[config.mk]
export PLATFORM = sky130hd
export DESIGN_NAME = mpo_loader
export DESIGN_NICKNAME = d
export VERILOG_FILES = /design/src/mpo_pkg.sv /design/src/mpo_cur_table.sv /design/src/mpo_hold_seq.sv /design/src/mpo_loader.sv
export SDC_FILE = /design/constraint.sdc
export NUM_CORES = 1
export LEC_CHECK = 0
export ABC_CLOCK_PERIOD_IN_PS = 3500
export BUFFER_PORTS_ARGS = -buffer_cell sky130_fd_sc_hd__buf_2
export CAP_MARGIN = 20
export CORE_ASPECT_RATIO = 1.5
export CORE_MARGIN = 1.5
export CORE_UTILIZATION = 39
export CTS_BUF_LIST = sky130_fd_sc_hd__clkbuf_2 sky130_fd_sc_hd__clkbuf_4 sky130_fd_sc_hd__clkbuf_8
export DETAILED_ROUTE_END_ITERATION = 7
export GPL_TIMING_DRIVEN = 0
export PLACE_DENSITY = 0.62
export SLEW_MARGIN = 30
export SYNTH_ARGS = -nofsm -noshare
export SYNTH_HDL_FRONTEND = slang
export SYNTH_SLANG_ARGS = --single-unit
[constraint.sdc]
create_clock -name clk_sys -period 3.5 [get_ports clk_sys]
set_clock_uncertainty 0.15 [all_clocks]
set_input_delay 0.35 -clock clk_sys [delete_from_list [all_inputs] [get_ports clk_sys]]
set_output_delay 0.35 -clock clk_sys [all_outputs]
set_load 0.05 [all_outputs]
[src/mpo_pkg.sv]
// Shared constants, field layout and types of the motion parameter loader
package mpo_pkg;
	// ****************************************************
	// Register map of the plain register port
	// ****************************************************
	localparam logic [3:0] REG_MOTOR_A  = 4'h0;  // run / hold current codes
	localparam logic [3:0] REG_MOTOR_B  = 4'h1;  // ramp, direction, resolution
	localparam logic [3:0] REG_STALL_UV = 4'h2;  // stall threshold, undervoltage select
	localparam logic [3:0] REG_SAFE_HI  = 4'h3;  // safe position bits 10:8
	localparam logic [3:0] REG_SAFE_LO  = 4'h4;  // safe position bits 7:0
	localparam logic [3:0] REG_CFG      = 4'h5;  // bank select, failsafe, sleep allow (read)
	localparam logic [3:0] REG_NODE     = 4'h6;  // node address (read)
	localparam logic [3:0] REG_STATUS   = 4'h7;  // loader state (read)
	localparam logic [3:0] REG_OTP_ADDR = 4'h8;  // write starts a one-time memory byte read
	localparam logic [3:0] REG_OTP_DATA = 4'h9;  // result of that read
	// ****************************************************
	// One-time memory byte addresses and field positions
	// ****************************************************
	localparam logic [3:0] OTP_BANK_BYTE = 4'h1;  // bank select in bit 7
	localparam logic [3:0] OTP_ADDR_BYTE = 4'h2;  // stall threshold 7:4, address bits 3:0
	localparam logic [3:0] OTP_CURR_BYTE = 4'h3;  // run 7:4, hold 3:0
	localparam logic [3:0] OTP_POS_HI    = 4'h5;  // safe 10:8, direction, ramp
	localparam logic [3:0] OTP_POS_LO    = 4'h6;  // safe 7:2, failsafe, sleep allow
	localparam logic [3:0] OTP_MODE_BYTE = 4'h7;  // undervoltage 6:4, resolution 3:2
	localparam logic [3:0] OTP_ALT_HI    = 4'h8;
	localparam logic [3:0] OTP_ALT_LO    = 4'h9;
	localparam logic [3:0] OTP_LAST      = 4'h9;
	localparam int         POS_DIR_BIT   = 4;
	localparam int         LO_FS_BIT     = 1;
	localparam int         LO_SLEEP_BIT  = 0;
	localparam int         BANK_BIT      = 7;
	localparam logic [8:0] SAFE_RESERVED = 9'h100;  // stored bits 10:2 that disable auto safe move
	localparam logic       NODE_TOP_BIT  = 1'b0;    // top bit of the node address
	localparam logic [3:0] HOLD_ZERO     = 4'hF;    // hold code meaning no current
	// ****************************************************
	// Timing
	// ****************************************************
	localparam int CLK_PERIOD_NS = 25;
	localparam int HOLD_LOW_NS   = 1000;  // time at lowest level before the bridge is parked
	localparam int HOLD_LOW_CYC  = (HOLD_LOW_NS + CLK_PERIOD_NS - 1) / CLK_PERIOD_NS;
	// ****************************************************
	// Types
	// ****************************************************
	typedef struct packed {
		logic [3:0]  run_code;
		logic [3:0]  hold_code;
		logic [3:0]  ramp_code;
		logic        dir_ccw;
		logic [1:0]  microstep_resolution;
		logic [3:0]  stall_bemf_threshold;
		logic [2:0]  undervoltage_level_select;
		logic [10:0] safe_target_position;
		logic        failsafe;
		logic        sleep_allow;
		logic        alt_safe_bank_select;
		logic [3:0]  node_addr_low_bits;
	} mpo_params_t;
	typedef enum logic [2:0] {
		ST_LOAD_REQ  = 3'b000,
		ST_LOAD_WAIT = 3'b001,
		ST_RUN       = 3'b010,
		ST_RD_REQ    = 3'b011,
		ST_RD_WAIT   = 3'b100
	} mpo_state_t;
	typedef enum logic [1:0] {
		HS_RUN  = 2'b00,
		HS_HOLD = 2'b01,
		HS_LOW  = 2'b10,
		HS_OFF  = 2'b11
	} mpo_hold_t;
endpackage : mpo_pkg

[src/mpo_cur_table.sv]
// Coil amplitude lookup in milliamps, registered output
`timescale 1ns/1ps
`default_nettype none
module mpo_cur_table import mpo_pkg::*; (
	// Clock and reset
	input  wire logic        clk_sys,
	input  wire logic        rstn,
	// Code in
	input  wire logic [3:0]  code,
	input  wire logic        boost,
	input  wire logic        zero,
	// Amplitude out
	output logic      [10:0] amp_ma
);
	// ****************************************************
	// Tables
	// ****************************************************
	localparam logic [10:0] NORM [16] = '{11'h03B, 11'h047, 11'h054, 11'h064, 11'h077, 11'h08D, 11'h0A8,
		11'h0C8, 11'h0EE, 11'h11B, 11'h150, 11'h190, 11'h1DC, 11'h236, 11'h2A1, 11'h320};
	localparam logic [10:0] BOOST [16] = '{11'h051, 11'h062, 11'h074, 11'h08A, 11'h0A4, 11'h0C2, 11'h0E7,
		11'h113, 11'h147, 11'h185, 11'h1CE, 11'h226, 11'h28F, 11'h30A, 11'h39D, 11'h44C};
	// Registered lookup, zero forces no current
	always_ff @(posedge clk_sys or negedge rstn) begin
		if (!rstn)
			amp_ma <= 11'h000;
		else if (zero)
			amp_ma <= 11'h000;
		else
			amp_ma <= boost ? BOOST[code] : NORM[code];  // RULE5
	end
endmodule : mpo_cur_table
`default_nettype wire

[src/mpo_hold_seq.sv]
// Run to hold current reduction sequencer
`timescale 1ns/1ps
`default_nettype none
module mpo_hold_seq import mpo_pkg::*; (
	// Clock and reset
	input  wire logic       clk_sys,
	input  wire logic       rstn,
	// Motion and codes
	input  wire logic       moving,
	input  wire logic [3:0] run_code,
	input  wire logic [3:0] hold_code,
	// Bridge control
	output logic      [3:0] coil_code,
	output logic            coil_zero,
	output logic            pwm_enable,
	output logic            bottom_ground
);
	mpo_hold_t  st;
	logic [7:0] cnt;
	initial assert (HOLD_LOW_CYC < 256) else $error("hold low count too wide");
	// Sequence state and dwell counter
	always_ff @(posedge clk_sys or negedge rstn) begin
		if (!rstn) begin
			st  <= HS_HOLD;
			cnt <= 8'h00;
		end else if (moving) begin
			st  <= HS_RUN;
			cnt <= 8'h00;
		end else unique case (st)
			HS_RUN:  st <= (hold_code == HOLD_ZERO) ? HS_LOW : HS_HOLD;  // RULE11 RULE12
			HS_HOLD: begin
				cnt <= 8'h00;  // Fresh dwell count on every zero-hold entry
				st  <= (hold_code == HOLD_ZERO) ? HS_LOW : HS_HOLD;
			end
			HS_LOW: begin
				cnt <= cnt + 8'h01;
				if (cnt == 8'(HOLD_LOW_CYC - 1))
					st <= HS_OFF;  // RULE12
			end
			HS_OFF:  st <= (hold_code == HOLD_ZERO) ? HS_OFF : HS_HOLD;
		endcase
	end
	// Outputs from state
	always_comb begin
		coil_code     = (st == HS_RUN) ? run_code : (st == HS_HOLD) ? hold_code : 4'h0;  // RULE10
		coil_zero     = (st == HS_OFF);
		pwm_enable    = (st != HS_OFF);
		bottom_ground = (st == HS_OFF);
	end
endmodule : mpo_hold_seq
`default_nettype wire

[src/mpo_loader.sv]
// Motion parameter loader: one-time memory copy, RAM shadow, decode and events
//
// Summary of operation
// RULE1 - Bus writes replace shadow fields except address; bank, failsafe and sleep allow are not writable here
// RULE2 - Node address from four programmed, three pin bits
// RULE3 - Stall code zero disables motion detection
// RULE4 - Undervoltage code picks stop and resume levels
// RULE5 - Run code selects one of sixteen amplitudes
// RULE6 - Direction bit sets rotation sense
// RULE7 - Link loss or error overflow moves safe
// RULE8 - Reserved safe pattern holds; explicit command works
// RULE9 - Safe position eleven bits, low two zero; a bus write to REG_SAFE_LO stores bits 1:0 as written
// RULE10 - Hold code F means zero hold
// RULE11 - Stopping reduces run current to hold current
// RULE12 - Zero hold: lowest level, then bridge parked
// RULE13 - Resolution field gives half to sixteenth stepping
// RULE14 - Bank bit chooses primary or alternate safe bytes
// RULE15 - Bank bit redirects reads of bytes five, six
// RULE16 - Ramp code sets acceleration rate
// RULE17 - Sleep allowed: timeout enters sleep
// RULE18 - Sleep disallowed: timeout stops, except standby, shutdown
// RULE19 - Sleep command sleeps or stops per allow bit
// RULE20 - Copy memory once after reset, use shadow
`timescale 1ns/1ps
`default_nettype none
module mpo_loader import mpo_pkg::*; #(
	parameter int DATA_W = 8
) (
	// Clock and reset
	input  wire logic        clk_sys,
	input  wire logic        rstn,
	// Register port
	input  wire logic [3:0]  reg_addr,
	input  wire logic [7:0]  reg_wdata,
	input  wire logic        reg_wr,
	input  wire logic        reg_rd,
	output logic      [7:0]  reg_rdata,
	// One-time memory read port, data one cycle after the strobe
	output logic      [3:0]  otp_addr,
	output logic             otp_rd,
	input  wire logic [7:0]  otp_rdata,
	// Link events
	input  wire logic [2:0]  hardwired_addr_pins,
	input  wire logic        link_lost,
	input  wire logic        err_overflow,
	input  wire logic        goto_safe_position_cmd,
	input  wire logic        link_timeout,
	input  wire logic        go_sleep_cmd,
	input  wire logic        standby_or_shutdown,
	// Motion state
	input  wire logic        moving,
	input  wire logic        boost,
	// Decoded parameters
	output logic      [7:0]  node_address,
	output logic             stall_detect_en,
	output logic      [13:0] low_batt_stop_level,
	output logic      [13:0] low_batt_resume_level,
	output logic      [15:0] accel_rate,
	output logic             accel_speed_limited,
	output logic      [4:0]  microstep_div,
	output logic             dir_ccw,
	output logic      [10:0] coil_amp_ma,
	output logic             pwm_enable,
	output logic             bottom_ground,
	// Actions
	output logic             safe_move_start,
	output logic      [15:0] safe_target,
	output logic             hold_in_place,
	output logic             sleep_enter,
	output logic             stop_enter,
	output logic             loaded
);
	initial assert (DATA_W == 8) else $error("register port must be 8 bits wide");
	// ****************************************************
	// Constant tables
	// ****************************************************
	localparam logic [15:0] ACC_TAB [16] = '{16'h0031, 16'h00DA, 16'h03EC, 16'h0E19, 16'h1854, 16'h2290,
		16'h2C91, 16'h3692, 16'h4093, 16'h4A94, 16'h557E, 16'h5F7F, 16'h6980, 16'h7382, 16'h886D, 16'h9C6F};
	localparam logic [15:0] ACC_LIMITED = 16'hFE03;  // codes flagged with a speed restriction
	localparam logic [13:0] RESUME_TAB [8] = '{14'h19DC, 14'h1B9F, 14'h1D60, 14'h1F21, 14'h20DA,
		14'h229E, 14'h245E, 14'h2620};
	localparam logic [13:0] STOP_BASE_MV = 14'h170C;  // 5900 mV
	localparam logic [13:0] STOP_STEP_MV = 14'h0190;  // 400 mV
	// ****************************************************
	// Declarations
	// ****************************************************
	mpo_params_t prm;
	mpo_state_t  st;
	logic [3:0]  cnt;
	logic [3:0]  rd_addr;
	logic [7:0]  otp_result;
	logic        safe_reserved;
	logic [3:0]  amp_code;
	logic        amp_zero;
	logic        bus_wr_ok;
	assign bus_wr_ok     = reg_wr && loaded;
	assign safe_reserved = (prm.safe_target_position[10:2] == SAFE_RESERVED);  // RULE8
	// ****************************************************
	// Loader and read sequencer
	// ****************************************************
	// Walk bytes zero to nine once after reset, then serve read requests
	always_ff @(posedge clk_sys or negedge rstn) begin
		if (!rstn) begin
			st      <= ST_LOAD_REQ;
			cnt     <= 4'h0;
			loaded  <= 1'b0;
			rd_addr <= 4'h0;
		end else unique case (st)
			ST_LOAD_REQ:  st <= ST_LOAD_WAIT;
			ST_LOAD_WAIT: begin
				if (cnt == OTP_LAST) begin
					st     <= ST_RUN;
					loaded <= 1'b1;  // RULE20
				end else begin
					cnt <= cnt + 4'h1;
					st  <= ST_LOAD_REQ;
				end
			end
			ST_RUN: begin
				if (reg_wr && reg_addr == REG_OTP_ADDR) begin
					st <= ST_RD_REQ;
					if (prm.alt_safe_bank_select && reg_wdata[3:0] == OTP_POS_HI)
						rd_addr <= OTP_ALT_HI;  // RULE15
					else if (prm.alt_safe_bank_select && reg_wdata[3:0] == OTP_POS_LO)
						rd_addr <= OTP_ALT_LO;  // RULE15
					else
						rd_addr <= reg_wdata[3:0];
				end
			end
			ST_RD_REQ:    st <= ST_RD_WAIT;
			ST_RD_WAIT:   st <= ST_RUN;
			default:      st <= ST_RUN;
		endcase
	end
	// Memory strobe and address
	always_comb begin
		otp_rd   = (st == ST_LOAD_REQ) || (st == ST_RD_REQ);
		otp_addr = (st == ST_LOAD_REQ) ? cnt : rd_addr;
	end
	// Read result
	always_ff @(posedge clk_sys or negedge rstn) begin
		if (!rstn)
			otp_result <= 8'h00;
		else if (st == ST_RD_WAIT)
			otp_result <= otp_rdata;
	end
	// ****************************************************
	// RAM shadow
	// ****************************************************
	// Filled from memory once, then overwritten only by bus writes
	always_ff @(posedge clk_sys or negedge rstn) begin
		if (!rstn) begin
			prm <= '0;
		end else if (st == ST_LOAD_WAIT) begin
			unique case (cnt)
				OTP_BANK_BYTE: prm.alt_safe_bank_select <= otp_rdata[BANK_BIT];
				OTP_ADDR_BYTE: begin
					prm.stall_bemf_threshold <= otp_rdata[7:4];
					prm.node_addr_low_bits   <= otp_rdata[3:0];
				end
				OTP_CURR_BYTE: begin
					prm.run_code  <= otp_rdata[7:4];
					prm.hold_code <= otp_rdata[3:0];
				end
				OTP_POS_HI: begin
					prm.dir_ccw   <= otp_rdata[POS_DIR_BIT];
					prm.ramp_code <= otp_rdata[3:0];
					if (!prm.alt_safe_bank_select)
						prm.safe_target_position[10:8] <= otp_rdata[7:5];  // RULE14
				end
				OTP_POS_LO, OTP_ALT_LO: begin
					if (prm.alt_safe_bank_select == (cnt == OTP_ALT_LO)) begin  // RULE14
						prm.safe_target_position[7:0] <= {otp_rdata[7:2], 2'b00};  // RULE9
						prm.failsafe    <= otp_rdata[LO_FS_BIT];
						prm.sleep_allow <= otp_rdata[LO_SLEEP_BIT];
					end
				end
				OTP_MODE_BYTE: begin
					prm.undervoltage_level_select <= otp_rdata[6:4];
					prm.microstep_resolution      <= otp_rdata[3:2];
				end
				OTP_ALT_HI: begin
					if (prm.alt_safe_bank_select)
						prm.safe_target_position[10:8] <= otp_rdata[7:5];  // RULE14
				end
				default: ;
			endcase
		end else if (bus_wr_ok) begin
			unique case (reg_addr)
				REG_MOTOR_A: {prm.run_code, prm.hold_code} <= reg_wdata;  // RULE1
				REG_MOTOR_B: begin
					prm.ramp_code            <= reg_wdata[3:0];  // RULE1
					prm.dir_ccw              <= reg_wdata[4];
					prm.microstep_resolution <= reg_wdata[6:5];
				end
				REG_STALL_UV: begin
					prm.stall_bemf_threshold      <= reg_wdata[3:0];  // RULE1
					prm.undervoltage_level_select <= reg_wdata[6:4];
				end
				REG_SAFE_HI: prm.safe_target_position[10:8] <= reg_wdata[2:0];  // RULE1
				REG_SAFE_LO: prm.safe_target_position[7:0]  <= reg_wdata;
				default: ;
			endcase
		end
	end
	// ****************************************************
	// Register read port
	// ****************************************************
	// Data stand in the cycle after the read strobe only
	always_ff @(posedge clk_sys or negedge rstn) begin
		if (!rstn)
			reg_rdata <= 8'h00;
		else if (!reg_rd)
			reg_rdata <= 8'h00;
		else unique case (reg_addr)
			REG_MOTOR_A:  reg_rdata <= {prm.run_code, prm.hold_code};
			REG_MOTOR_B:  reg_rdata <= {1'b0, prm.microstep_resolution, prm.dir_ccw, prm.ramp_code};
			REG_STALL_UV: reg_rdata <= {1'b0, prm.undervoltage_level_select, prm.stall_bemf_threshold};
			REG_SAFE_HI:  reg_rdata <= {5'h00, prm.safe_target_position[10:8]};
			REG_SAFE_LO:  reg_rdata <= prm.safe_target_position[7:0];
			REG_CFG:      reg_rdata <= {5'h00, prm.alt_safe_bank_select, prm.failsafe, prm.sleep_allow};
			REG_NODE:     reg_rdata <= node_address;
			REG_STATUS:   reg_rdata <= {6'h00, (st != ST_RUN), loaded};
			REG_OTP_DATA: reg_rdata <= otp_result;
			default:      reg_rdata <= 8'h00;
		endcase
	end
	// ****************************************************
	// Parameter decode
	// ****************************************************
	// Registered decode of the shadow fields
	always_ff @(posedge clk_sys or negedge rstn) begin
		if (!rstn) begin
			node_address          <= 8'h00;
			stall_detect_en       <= 1'b0;
			low_batt_stop_level   <= 14'h0000;
			low_batt_resume_level <= 14'h0000;
			accel_rate            <= 16'h0000;
			accel_speed_limited   <= 1'b0;
			microstep_div         <= 5'h00;
			dir_ccw               <= 1'b0;
		end else begin
			node_address          <= {NODE_TOP_BIT, hardwired_addr_pins, prm.node_addr_low_bits};  // RULE2
			stall_detect_en       <= (prm.stall_bemf_threshold != 4'h0);  // RULE3
			low_batt_stop_level   <= STOP_BASE_MV + 14'(STOP_STEP_MV * prm.undervoltage_level_select);  // RULE4
			low_batt_resume_level <= RESUME_TAB[prm.undervoltage_level_select];  // RULE4
			accel_rate            <= ACC_TAB[prm.ramp_code];  // RULE16
			accel_speed_limited   <= ACC_LIMITED[prm.ramp_code];  // RULE16
			microstep_div         <= 5'h02 << prm.microstep_resolution;  // RULE13
			dir_ccw               <= prm.dir_ccw;  // RULE6
		end
	end
	// ****************************************************
	// Safe position and sleep actions
	// ****************************************************
	// One-cycle action pulses from link events
	always_ff @(posedge clk_sys or negedge rstn) begin
		if (!rstn) begin
			safe_move_start <= 1'b0;
			hold_in_place   <= 1'b0;
			sleep_enter     <= 1'b0;
			stop_enter      <= 1'b0;
		end else begin
			safe_move_start <= loaded && (goto_safe_position_cmd ||
				((link_lost || err_overflow) && !safe_reserved));  // RULE7 RULE8
			hold_in_place   <= loaded && !goto_safe_position_cmd &&
				(link_lost || err_overflow) && safe_reserved;  // RULE8
			sleep_enter     <= loaded && (((link_timeout || go_sleep_cmd) && prm.sleep_allow) ||
				(link_timeout && standby_or_shutdown));  // RULE17 RULE18 RULE19
			stop_enter      <= loaded && !prm.sleep_allow && (go_sleep_cmd ||
				(link_timeout && !standby_or_shutdown));  // RULE18 RULE19
		end
	end
	// Target from the eleven stored bits, low five bits zero
	always_ff @(posedge clk_sys or negedge rstn) begin
		if (!rstn)
			safe_target <= 16'h0000;
		else
			safe_target <= {prm.safe_target_position, 5'h00};  // RULE9
	end
	// ****************************************************
	// Coil current
	// ****************************************************
	mpo_hold_seq u_hold (
		.clk_sys       (clk_sys),
		.rstn          (rstn),
		.moving        (moving),
		.run_code      (prm.run_code),
		.hold_code     (prm.hold_code),
		.coil_code     (amp_code),
		.coil_zero     (amp_zero),
		.pwm_enable    (pwm_enable),
		.bottom_ground (bottom_ground)
	);
	mpo_cur_table u_amp (
		.clk_sys (clk_sys),
		.rstn    (rstn),
		.code    (amp_code),
		.boost   (boost),
		.zero    (amp_zero),
		.amp_ma  (coil_amp_ma)
	);
endmodule : mpo_loader
`default_nettype wire

==> qor.txt, run 1 <==
Worst setup SP type: register
Post-layout util: 0.486
Initial Utilization: 0.399
Netlist cell types: 61
Overflow after GRT: 0
Cell taking the most area after synthesis: dfrtp_1
Final setup violation count: 0
# diodes: 0
Sum Neg Setup Slack: 0 ns
Multi-input gate area: 0.00326 mm2
Register area: 0.00380 mm2
Detailed-route via count: 5840
Num ports: 142
H-tree depth: 4
Crit. End Element: register
Clk sinks: 152
Yosys Warn Count: 0
Clk_lat worst skew: 0.46 ns
Kind of critical path: register to register
Main combinational cell family by area after synthesis: compound AO/OA/AOI/OAI gates
P_leak: 4.28 nW
DP Area: 0.00844 mm2
CP required: 3.66 ns
Post-Syn Instances: 699
Hold Path Class: primary input to register
Cts bufs inserted: 17
CP arrival: 3.09 ns
Die area: 0.0198 mm2
Routed len/inst: 17.0 um
Post-Synth Simple-Gate Area: 0.132
Global-route usage over all layers: 0.203
Initial DRC count: 380
First-pass GRT wire length: 30.3 mm
Final worst-path cycle share: 0.837
Total core area: 0.0185 mm2
Layout cells sized above 1: 0.283
Fmax achieved: 0.341 GHz
Asr flop ratio synth: 1.00
Pwr Density: 938 mW/mm2
Number of global-route vias before repair: 5601
Post-Layout Cell Count: 1133
Die width: 115 um
Total setup buffers inserted after CTS: 0
Clock Pin Slew Worst Setup and Hold Paths: 0.08 ns
Inst Count DP: 1087
Outcome: complete, no violations
Reg2reg setup slack: 0.57 ns
Mux cell area share after synthesis: 0.0925
Area Growth Syn to Fin: 21.7%
Cell Area, Synth: 0.00740 mm2
Slew HR: 0.435
Max Cap Viol: 0
Residual DRC: 0
Largest net degree at the start of global routing: 85
Tmin final: 2.93 ns
RSZ-0062 raised after global routing: no
IO Port Bufs: 127
Die Ht: 172 um
Top post-synthesis cells by area: dfrtp_1 (51%), mux2_2 (6.5%), ha_1 (5.1%)
Detailed placement HPWL: 14.2 mm
Adder-Cell Fraction of Synth Area: 0.0507
RD Place Congestion: 0.878
Final instance area: 0.00901 mm2
Core Rows: 61
Final hold vios: 0
Ys flop type: dfrtp_1
Share of the synthesized area in the top cell type: 0.510
Slew Limit Fails: 0
Average vias per placed instance: 5.15
TritonCTS clock tree: yes
Fill count: 1719
Antenna-violating nets left: 0
Seq/Total Area, Yosys: 0.514
CTS Root Cell: clkbuf_8
Worst vdd ir: 0.540 mV
Compound-Gate Fraction of Synth Area: 0.148
Initial antenna violation count: 0
Final wirelength: 19.3 mm
Nets@finish: 934
Post-synth EDFFs: 0
Final Power: 0.00845 W
Worst Tran Pin Value: 0.843 ns
Drt pass-1 iters: 5
Syn_area_per_cell: 10.6 um2
Xor/xnor share of the synthesized area: 0.0106
Crit path max fanout: 10
CTS Buffer Depth: 2
Flop and latch count out of synthesis: 152
[critical path, cell delays in order (launching register included)]
cell	delay [ns]
dfrtp_1	0.36
clkbuf_1	0.20
clkbuf_1	0.25
nor2_1	0.51
inv_1	0.20
ha_1	0.45
a21oi_1	0.13
a221oi_1	0.33
o221ai_1	0.19
[placed cells by master (no fill, tap or decap), drive strengths merged, types with 8 or more instances in the layout]
cell type | synthesis | layout
a211oi | 9 | 9
a21oi | 37 | 37
a22oi | 9 | 9
a31oi | 21 | 21
buf | 31 | 159
clkbuf | 23 | 42
conb | 2 | 10
dfrtp | 151 | 151
dlygate4sd3 | 0 | 15
ha | 30 | 30
inv | 22 | 26
mux2 | 45 | 45
mux2i | 17 | 17
nand2 | 67 | 67
nor2 | 53 | 53
nor2b | 8 | 8
nor3 | 13 | 13
o21ai | 47 | 47
[final timing paths]
path,from,to,cells past startpoint
max,u_hold.st[1]$_DFFE_PN0P_,u_amp.amp_ma[6]$_DFF_PN0_,8
min,otp_rdata[3],otp_result[3]$_DFFE_PN0N_,2
max reg2reg,u_hold.st[1]$_DFFE_PN0P_,u_amp.amp_ma[6]$_DFF_PN0_,8
min reg2reg,prm[2]$_DFFE_PN0P_,node_address[2]$_DFF_PN0_,0
max in group asynchronous,rstn,u_hold.st[0]$_DFFE_PN1P_,3
min in group asynchronous,rstn,sleep_enter$_DFF_PN0_,2
[cell type report]
| class | count | share of cell area |
|---|---|---|
| Buffer | 54 | 0.0329 |
| Clock inverter | 12 | 0.0182 |
| Clock buffer | 19 | 0.0290 |
| Inverter | 22 | 0.00916 |
| Sequential cell | 152 | 0.422 |
| Tap cell | 252 | 0.0350 |
| Timing Repair Buffer | 143 | 0.0914 |
| Multi-Input combinational cell | 479 | 0.362 |
[layer usage]
layer / up-vias / track usage / share of wire
li1: 2800 / - / -
met1: 2817 / 0.231 / 0.39
met2: 186 / 0.365 / 0.53
met3: 37 / 0.0416 / 0.050
met4: 0 / 0.0870 / 0.028
met5: - / 0 / 0
[registers in the layout (all words and copies together) (netlist names), 3 cells and up]
name,cells
low_batt_stop_level,8
accel_rate,16
microstep_div,4
u_hold.cnt,8
u_amp.amp_ma,11
otp_result,8
low_batt_resume_level,10
st,3
node_address,7
rd_addr,4
prm,40
cnt,4
reg_rdata,8
safe_target,11
[kinds of logic after synthesis]
| logic type | after synthesis |
|---|---|
| AND/OR/NAND/NOR | 200 |
| other | 2 |
| flip-flops | 152 |
| multiplexers | 62 |
| AO/OA/AOI/OAI | 168 |
| adder cells (fa/ha/maj) | 30 |
| buffers and inverters | 76 |
| XOR/XNOR | 9 |
[metrics by stage]
stage / worst slack [ns] / hold WS (ns)
floorplan: 0.868 / -0.0956
global placement: -0.312 / 0.204
detailed placement: 0.621 / 0.182
CTS: 0.602 / 0.00402
global route: 0.256 / 0.00777
finish: 0.570 / 0.0216
[cells in the mapped netlist, types with 8 or more instances]
| cell type | n |
|---|---|
| nand2_1 | 67 |
| dfrtp_1 | 151 |
| buf_2 | 9 |
| clkbuf_1 | 23 |
| nor3_1 | 12 |
| o21ai_0 | 47 |
| ha_1 | 30 |
| a211oi_1 | 9 |
| mux2_2 | 43 |
| nor2_1 | 53 |
| nor2b_1 | 8 |
| a22oi_1 | 9 |
| a21oi_1 | 37 |
| a31oi_1 | 20 |
| inv_1 | 22 |
| buf_4 | 18 |
| mux2i_1 | 17 |
[repair_timing]
item | 4_1_cts | 5_1_grt
hold buffers | 15 | 0
endpoints found under the hold margin | 80 | 0
resized for setup | 0 | 0
[power breakdown]
part           total, W  switching, W  internal, W
registers       0.00272      0.000377      0.00234
logic           0.00429       0.00301      0.00128
clock network   0.00144      0.000693     0.000750
total           0.00845       0.00408      0.00437
(Power assumes the default switching activity.)
==> run 2: changes to the inputs <==
- ABC_CLOCK_PERIOD_IN_PS: 3500 -> 2850
- clock period: 3.5 -> 2.85 ns (I/O delays scaled with it)
==> run 2 against run 1 <==
Final area increased by 1.5%. Sequential share of layout area decreased by 0.62 points. Critical path depth decreased by 4. Core utilization increased by 0.72 points. Sequential power increased by 23%. Global-route usage increased by 0.18 points. Worst setup slack got worse by 0.36 ns. Final cell count increased by 1.1%. Clock power increased by 24%.
==> qor.txt, run 2 (synthesis results as in run 1) <==
Area Growth Syn to Fin: 23.5%
Clock Pin Slew Worst Setup and Hold Paths: 0.09 ns (about the same)
Slew Limit Fails: 0 (unchanged)
Crit. End Element: primary output
Clk_lat worst skew: 0.47 ns (about the same)
Die width: 115 um (unchanged)
Reg2reg setup slack: 0.25 ns (-0.32 ns)
Final worst-path cycle share: 0.928
Initial Utilization: 0.399 (unchanged)
Final setup violation count: 0 (unchanged)
Cell internal pwr: 0.00539 W (+23%)
Clk sinks: 152 (unchanged)
Detailed placement HPWL: 14.2 mm (unchanged)
Antenna-violating nets left: 0 (unchanged)
Largest net degree at the start of global routing: 85 (unchanged)
Largest register by flop count: prm
Fill count: 1708 (-0.64%)
Max Cap Viol: 0 (unchanged)
Most frequent cells in the layout: dfrtp_1 (151), buf_2 (135), nand2_1 (67)
Detailed-route via count: 5909 (+1.2%)
CTS Root Cell: clkbuf_8
Overflow after GRT: 0 (unchanged)
Total setup buffers inserted after CTS: 0 (unchanged)
Residual DRC: 0 (unchanged)
Worst Tran Pin Value: 0.855 ns (+0.0120 ns)
Total core area: 0.0185 mm2 (unchanged)
Die area: 0.0198 mm2 (unchanged)
RD Place Congestion: 0.878 (unchanged)
Final wirelength: 19.5 mm (+0.92%)
# diodes: 0 (unchanged)
Final worst setup slack: 0.205 ns (-0.364 ns)
Slew HR: 0.427 (-0.00805)
Largest registers: prm: 40 flops, accel_rate: 16 flops
Final hold vios: 0 (unchanged)
CP arrival: 2.21 ns (-0.88 ns)
Average vias per placed instance: 5.16 (+0.12%)
Global-route usage over all layers: 0.205 (+0.00183)
First-pass GRT wire length: 30.6 mm (+1.1%)
Net Sw Frac: 0.482 (about the same)
Outcome: complete, no violations
Cts bufs inserted: 17 (unchanged)
Layout cells sized above 1: 0.280 (-0.00268)
NetSw: 0.00503 W (+23%)
Most common cell after layout, fill and taps aside: dfrtp_1
Number of global-route vias before repair: 5709 (+1.9%)
Fin Hold WS: 0.0151 ns (-0.00643 ns)
Worst vdd ir: 0.580 mV (+7.3%)
Max reg flops: 40 (unchanged)
Fmax achieved: 0.378 GHz
Pre-CTS setup slack: -0.0294 ns (-0.650 ns)
Hold Path Class: primary input to register
Nets@finish: 946 (+1.3%)
Die Ht: 172 um (unchanged)
Routed len/inst: 17.0 um (-0.14%)
Initial DRC count: 404 (+6.3%)
CTS Buffer Depth: 2 (unchanged)
RSZ-0062 raised after global routing: no
CP required: 2.41 ns (-1.25 ns)
Core Rows: 61 (unchanged)
Drt pass-1 iters: 6 (+1)
P_leak: 4.34 nW (+1.3%)
Worst setup SP type: register
IO Port Bufs: 127 (unchanged)
H-tree depth: 4 (unchanged)
Clk pwr share: 0.171 (about the same)
Num ports: 142 (unchanged)
Comb power frac: 0.508 (about the same)
Pwr Density: 1140 mW/mm2 (+21%)
Initial antenna violation count: 0 (unchanged)
Reg power frac: 0.321 (about the same)
TritonCTS clock tree: yes
Crit path max fanout: 10 (unchanged)
Kind of critical path: register to primary output
Tmin final: 2.64 ns
run 2: stage by stage:
step | setup TNS, ns | power [W] | cell area (um2) | utilization | instances
floorplan | 0 | 0.00731 | 7430 | - | 707
global placement | -133.51 | 0.00858 | 8380 | 0.452 | 1086
detailed placement | -0.0294 | 0.00863 | 8440 | 0.455 | 1087
CTS | 0 | 0.0105 | 9140 | 0.493 | 1145
global route | 0 | 0.0111 | 9150 | 0.493 | 1145
finish | 0 | 0.0104 | 9150 | 0.493 | 1145
run 2: final cells by class:
cell class | instances | area (um2) | share of cell area
plain buffers | 53 | 293 | 0.0320
clock buffers | 19 | 262 | 0.0286
clock inverters | 12 | 164 | 0.0179
well taps | 252 | 315 | 0.0345
flip-flops and latches | 152 | 3800 | 0.416
inverters | 22 | 82.6 | 0.00903
multi-input cells | 479 | 3270 | 0.358
repair buffers | 156 | 953 | 0.104
run 2: worst paths after layout:
check	startpoint	end	depth (start not counted)
setup reg to reg	u_hold.st[0]$_DFFE_PN1P_	u_amp.amp_ma[6]$_DFF_PN0_	10
hold reg to reg	prm[2]$_DFFE_PN0P_	node_address[2]$_DFF_PN0_	0
max in group asynchronous	rstn	u_hold.st[0]$_DFFE_PN1P_	3
setup / recovery	st[1]$_DFFE_PN0P_	otp_addr[1]	4
hold / removal	reg_wdata[3]	rd_addr[3]$_DFFE_PN0P_	3
min in group asynchronous	rstn	sleep_enter$_DFF_PN0_	2
run 2: critical path: stages (launching register included):
cell and delay [ns]:
dfrtp_1 0.39, clkbuf_1 0.23, nor3_1 0.51, mux2_2 0.40, buf_2 0.21
run 2: metal layers:
| layer | track usage | routed length, um | vias to the layer above |
|---|---|---|---|
| met5 | 0 | 0 | - |
| met1 | 0.230 | 7610 | 2840 |
| met2 | 0.370 | 10200 | 201 |
| li1 | - | - | 2825 |
| met3 | 0.0419 | 998 | 43 |
| met4 | 0.0907 | 658 | 0 |
run 2: timing repair:
item | in CTS | in global routing
hold endpoints to repair | 98 | 0
resized for setup | 1 | 2
endpoints found under the setup margin | 1 | 2
hold buffers | 28 | 0
run 2: power groups by stage:
stage               combinational (W)  sequential, W  clock [W]
detailed placement            0.00525        0.00339          0
CTS                           0.00529        0.00334    0.00182
floorplan                     0.00259        0.00473          0
global route                  0.00572        0.00343    0.00191
global placement              0.00520        0.00338          0
finish                        0.00529        0.00334    0.00178
==> run 3: changes to the inputs <==
- ABC_CLOCK_PERIOD_IN_PS: 2850 -> 2400
- PLACE_DENSITY: 0.62 -> 0.64
- clock period: 2.85 -> 2.4 ns (I/O delays scaled with it)
==> run 3 against run 2 <==
The flow now finishes with violations (setup timing). Register-to-register slack got worse by 0.25 ns. Final area up 2.0%. First-iteration DRC count decreased by 1.5%. Wire length up 1.8%. Power grew 22%. Sequential cell count is the same. Worst setup slack lost 0.21 ns. Highest routed layer unchanged.
==> qor.txt, run 3 (synthesis results as in run 1) <==
Hold Path Class: primary input to register
Max Cap Viol: 0 (unchanged)
Worst setup SP type: register
Average vias per placed instance: 5.20 (+0.77%)
Num ports: 142 (unchanged)
Most frequent cells in the layout: dfrtp_1 (151), buf_2 (132), nand2_1 (66)
Crit. End Element: register
Core Rows: 61 (unchanged)
Largest registers: prm: 40 flops, accel_rate: 16 flops
Largest register by flop count: prm
RSZ-0062 raised after global routing: yes
Worst-path cell chain: mux2i_1 > or2_4 > buf_4 > ha_2 > nor2b_1 > a211oi_2 > a211oi_1 > o32ai_2
Die area: 0.0198 mm2 (unchanged)
Pwr Density: 1360 mW/mm2 (+19%)
Crit path max fanout: 8 (-2)
Tmin final: 2.40 ns
RD Place Congestion: 0.909 (+3.5%)
Final setup violation count: 1 (+1)
Number of global-route vias before repair: 5849 (+2.5%)
Final hold vios: 0 (unchanged)
Final worst-path cycle share: 1.00
Total core area: 0.0185 mm2 (unchanged)
Final wirelength: 19.8 mm (+1.8%)
Worst vdd ir: 0.699 mV (+21%)
Die width: 115 um (unchanged)
Area Growth Syn to Fin: 26.0%
Initial DRC count: 398 (-1.5%)
P_leak: 4.38 nW (+1.0%)
Kind of critical path: register to register
Drt pass-1 iters: 5 (-1)
CP arrival: 2.61 ns (+0.40 ns)
Detailed-route via count: 5991 (+1.4%)
Nets@finish: 952 (+0.63%)
Crit path max-delay cell type: dfstp_2
Overflow after GRT: 0 (unchanged)
Most common cell after layout, fill and taps aside: dfrtp_1
Clk sinks: 152 (unchanged)
H-tree depth: 4 (unchanged)
Final worst setup slack: -0.00256 ns (-0.208 ns)
Initial antenna violation count: 0 (unchanged)
Final Power: 0.0127 W (+22%)
First-pass GRT wire length: 30.8 mm (+0.76%)
IO Port Bufs: 127 (unchanged)
CP required: 2.61 ns (+0.20 ns)
Slowest cell delay on critical path: 0.64 ns (+0.13 ns)
Cts bufs inserted: 17 (unchanged)
Slew Limit Fails: 0 (unchanged)
Detailed placement HPWL: 14.2 mm (about the same)
Slew HR: 0.437 (+0.00946)
Clock Pin Slew Worst Setup and Hold Paths: 0.09 ns (about the same)
Fmax achieved: 0.416 GHz
CTS Root Cell: clkbuf_8
TritonCTS clock tree: yes
Outcome: complete, but fails checks
Routed len/inst: 17.2 um (+1.2%)
Layout cells sized above 1: 0.314 (+0.0345)
Worst Tran Pin Value: 0.841 ns (-0.0141 ns)
Max reg flops: 40 (unchanged)
Die Ht: 172 um (unchanged)
Worst path buffer plus inverter count: 1 (-1)
Global-route usage over all layers: 0.206 (+0.000851)
Initial Utilization: 0.399 (unchanged)
Cell family with most CP delay: flip-flops
Largest net degree at the start of global routing: 80 (-5.9%)
Post-Layout Cell Count: 1152 (+0.61%)
# diodes: 0 (unchanged)
Residual DRC: 0 (unchanged)
Inst Count DP: 1087 (unchanged)
Failing checks: setup timing
CTS Buffer Depth: 2 (unchanged)
Clk_lat worst skew: 0.47 ns (about the same)
Antenna-violating nets left: 0 (unchanged)
==> run 3: changes by cell type in the layout (fill, tap and decap cells not counted), moves of 3 or more <==
cell	delta
clkbuf_4	+3
a211oi_2	+3
a31oi_2	+3
nor2_2	+3
a31oi_1	-3
buf_4	+9
a211oi_1	-3
clkbuf_1	-6
clkinv_4	-3
buf_2	-3
clkinvlp_4	+3
a21boi_0	-3
nor2_1	-3
==> run 3: worst paths after layout <==
check / start / end / slack, ns / depth (start not counted)
setup / recovery: u_hold.st[0]$_DFFE_PN1P_ / u_amp.amp_ma[1]$_DFF_PN0_ / -0.003 / 8
hold / removal: boost / u_amp.amp_ma[6]$_DFF_PN0_ / 0.006 / 2
setup reg to reg: u_hold.st[0]$_DFFE_PN1P_ / u_amp.amp_ma[1]$_DFF_PN0_ / -0.003 / 8
hold reg to reg: prm[2]$_DFFE_PN0P_ / node_address[2]$_DFF_PN0_ / 0.22 / 0
max in group asynchronous: rstn / u_hold.st[0]$_DFFE_PN1P_ / 1.13 / 3
min in group asynchronous: rstn / safe_target[5]$_DFF_PN0_ / 0.16 / 2
==> run 3: power breakdown <==
group	leakage (nW)	switching [W]	internal, W
logic	2.33	0.00453	0.00209
clock network	0.199	0.00105	0.000979
registers	1.85	0.000579	0.00342
==> run 3: cell type report <==
type                            instances  area, um2
Timing Repair Buffer                  165       1030
Clock buffer                           19        249
Multi-Input combinational cell        479       3390
Clock inverter                         13        158
Inverter                               22       86.3
Tap cell                              252        315
Fill cell                            1698       9220
Sequential cell                       152       3800
Buffer                                 50        297
==> run 3: worst register-to-register path, stage by stage, from the launching register on <==
cell and delay [ns]:
dfstp_2 0.64, mux2i_1 0.10, or2_4 0.31, buf_4 0.14, ha_2 0.19, nor2b_1 0.15, a211oi_2 0.23, a211oi_1 0.09
o32ai_2 0.28
==> run 3: timing repair <==
item	in CTS	in global routing
pin swaps	2	4
endpoints found under the setup margin	18	46
gates resized for setup	13	37
setup buffers	3	4
hold buffers	30	0
hold endpoints to repair	109	0
==> run 3: layer usage <==
metal / vias up / GRT usage / wire [um]
met1: 2930 / 0.233 / 7620
met4: 0 / 0.0966 / 590
li1: 2821 / - / -
met5: - / 0 / 0
met3: 42 / 0.0352 / 927
met2: 198 / 0.372 / 10700
==> run 3: per-stage QoR <==
step / hold WS, ns / cell area, um2 / util / setup TNS, ns / worst slack [ns]
2_1_floorplan: -0.206 / 7440 / - / 0 / 0.000878
3_3_place_gp: 0.199 / 8390 / 0.452 / -195.02 / -1.29
3_5_place_dp: 0.0962 / 8440 / 0.455 / -2.51 / -0.485
4_1_cts: 0.00347 / 9200 / 0.496 / -0.0772 / -0.0772
5_1_grt: 0.0220 / 9330 / 0.503 / -0.155 / -0.0790
6_report: 0.00592 / 9330 / 0.503 / -0.00256 / -0.00256
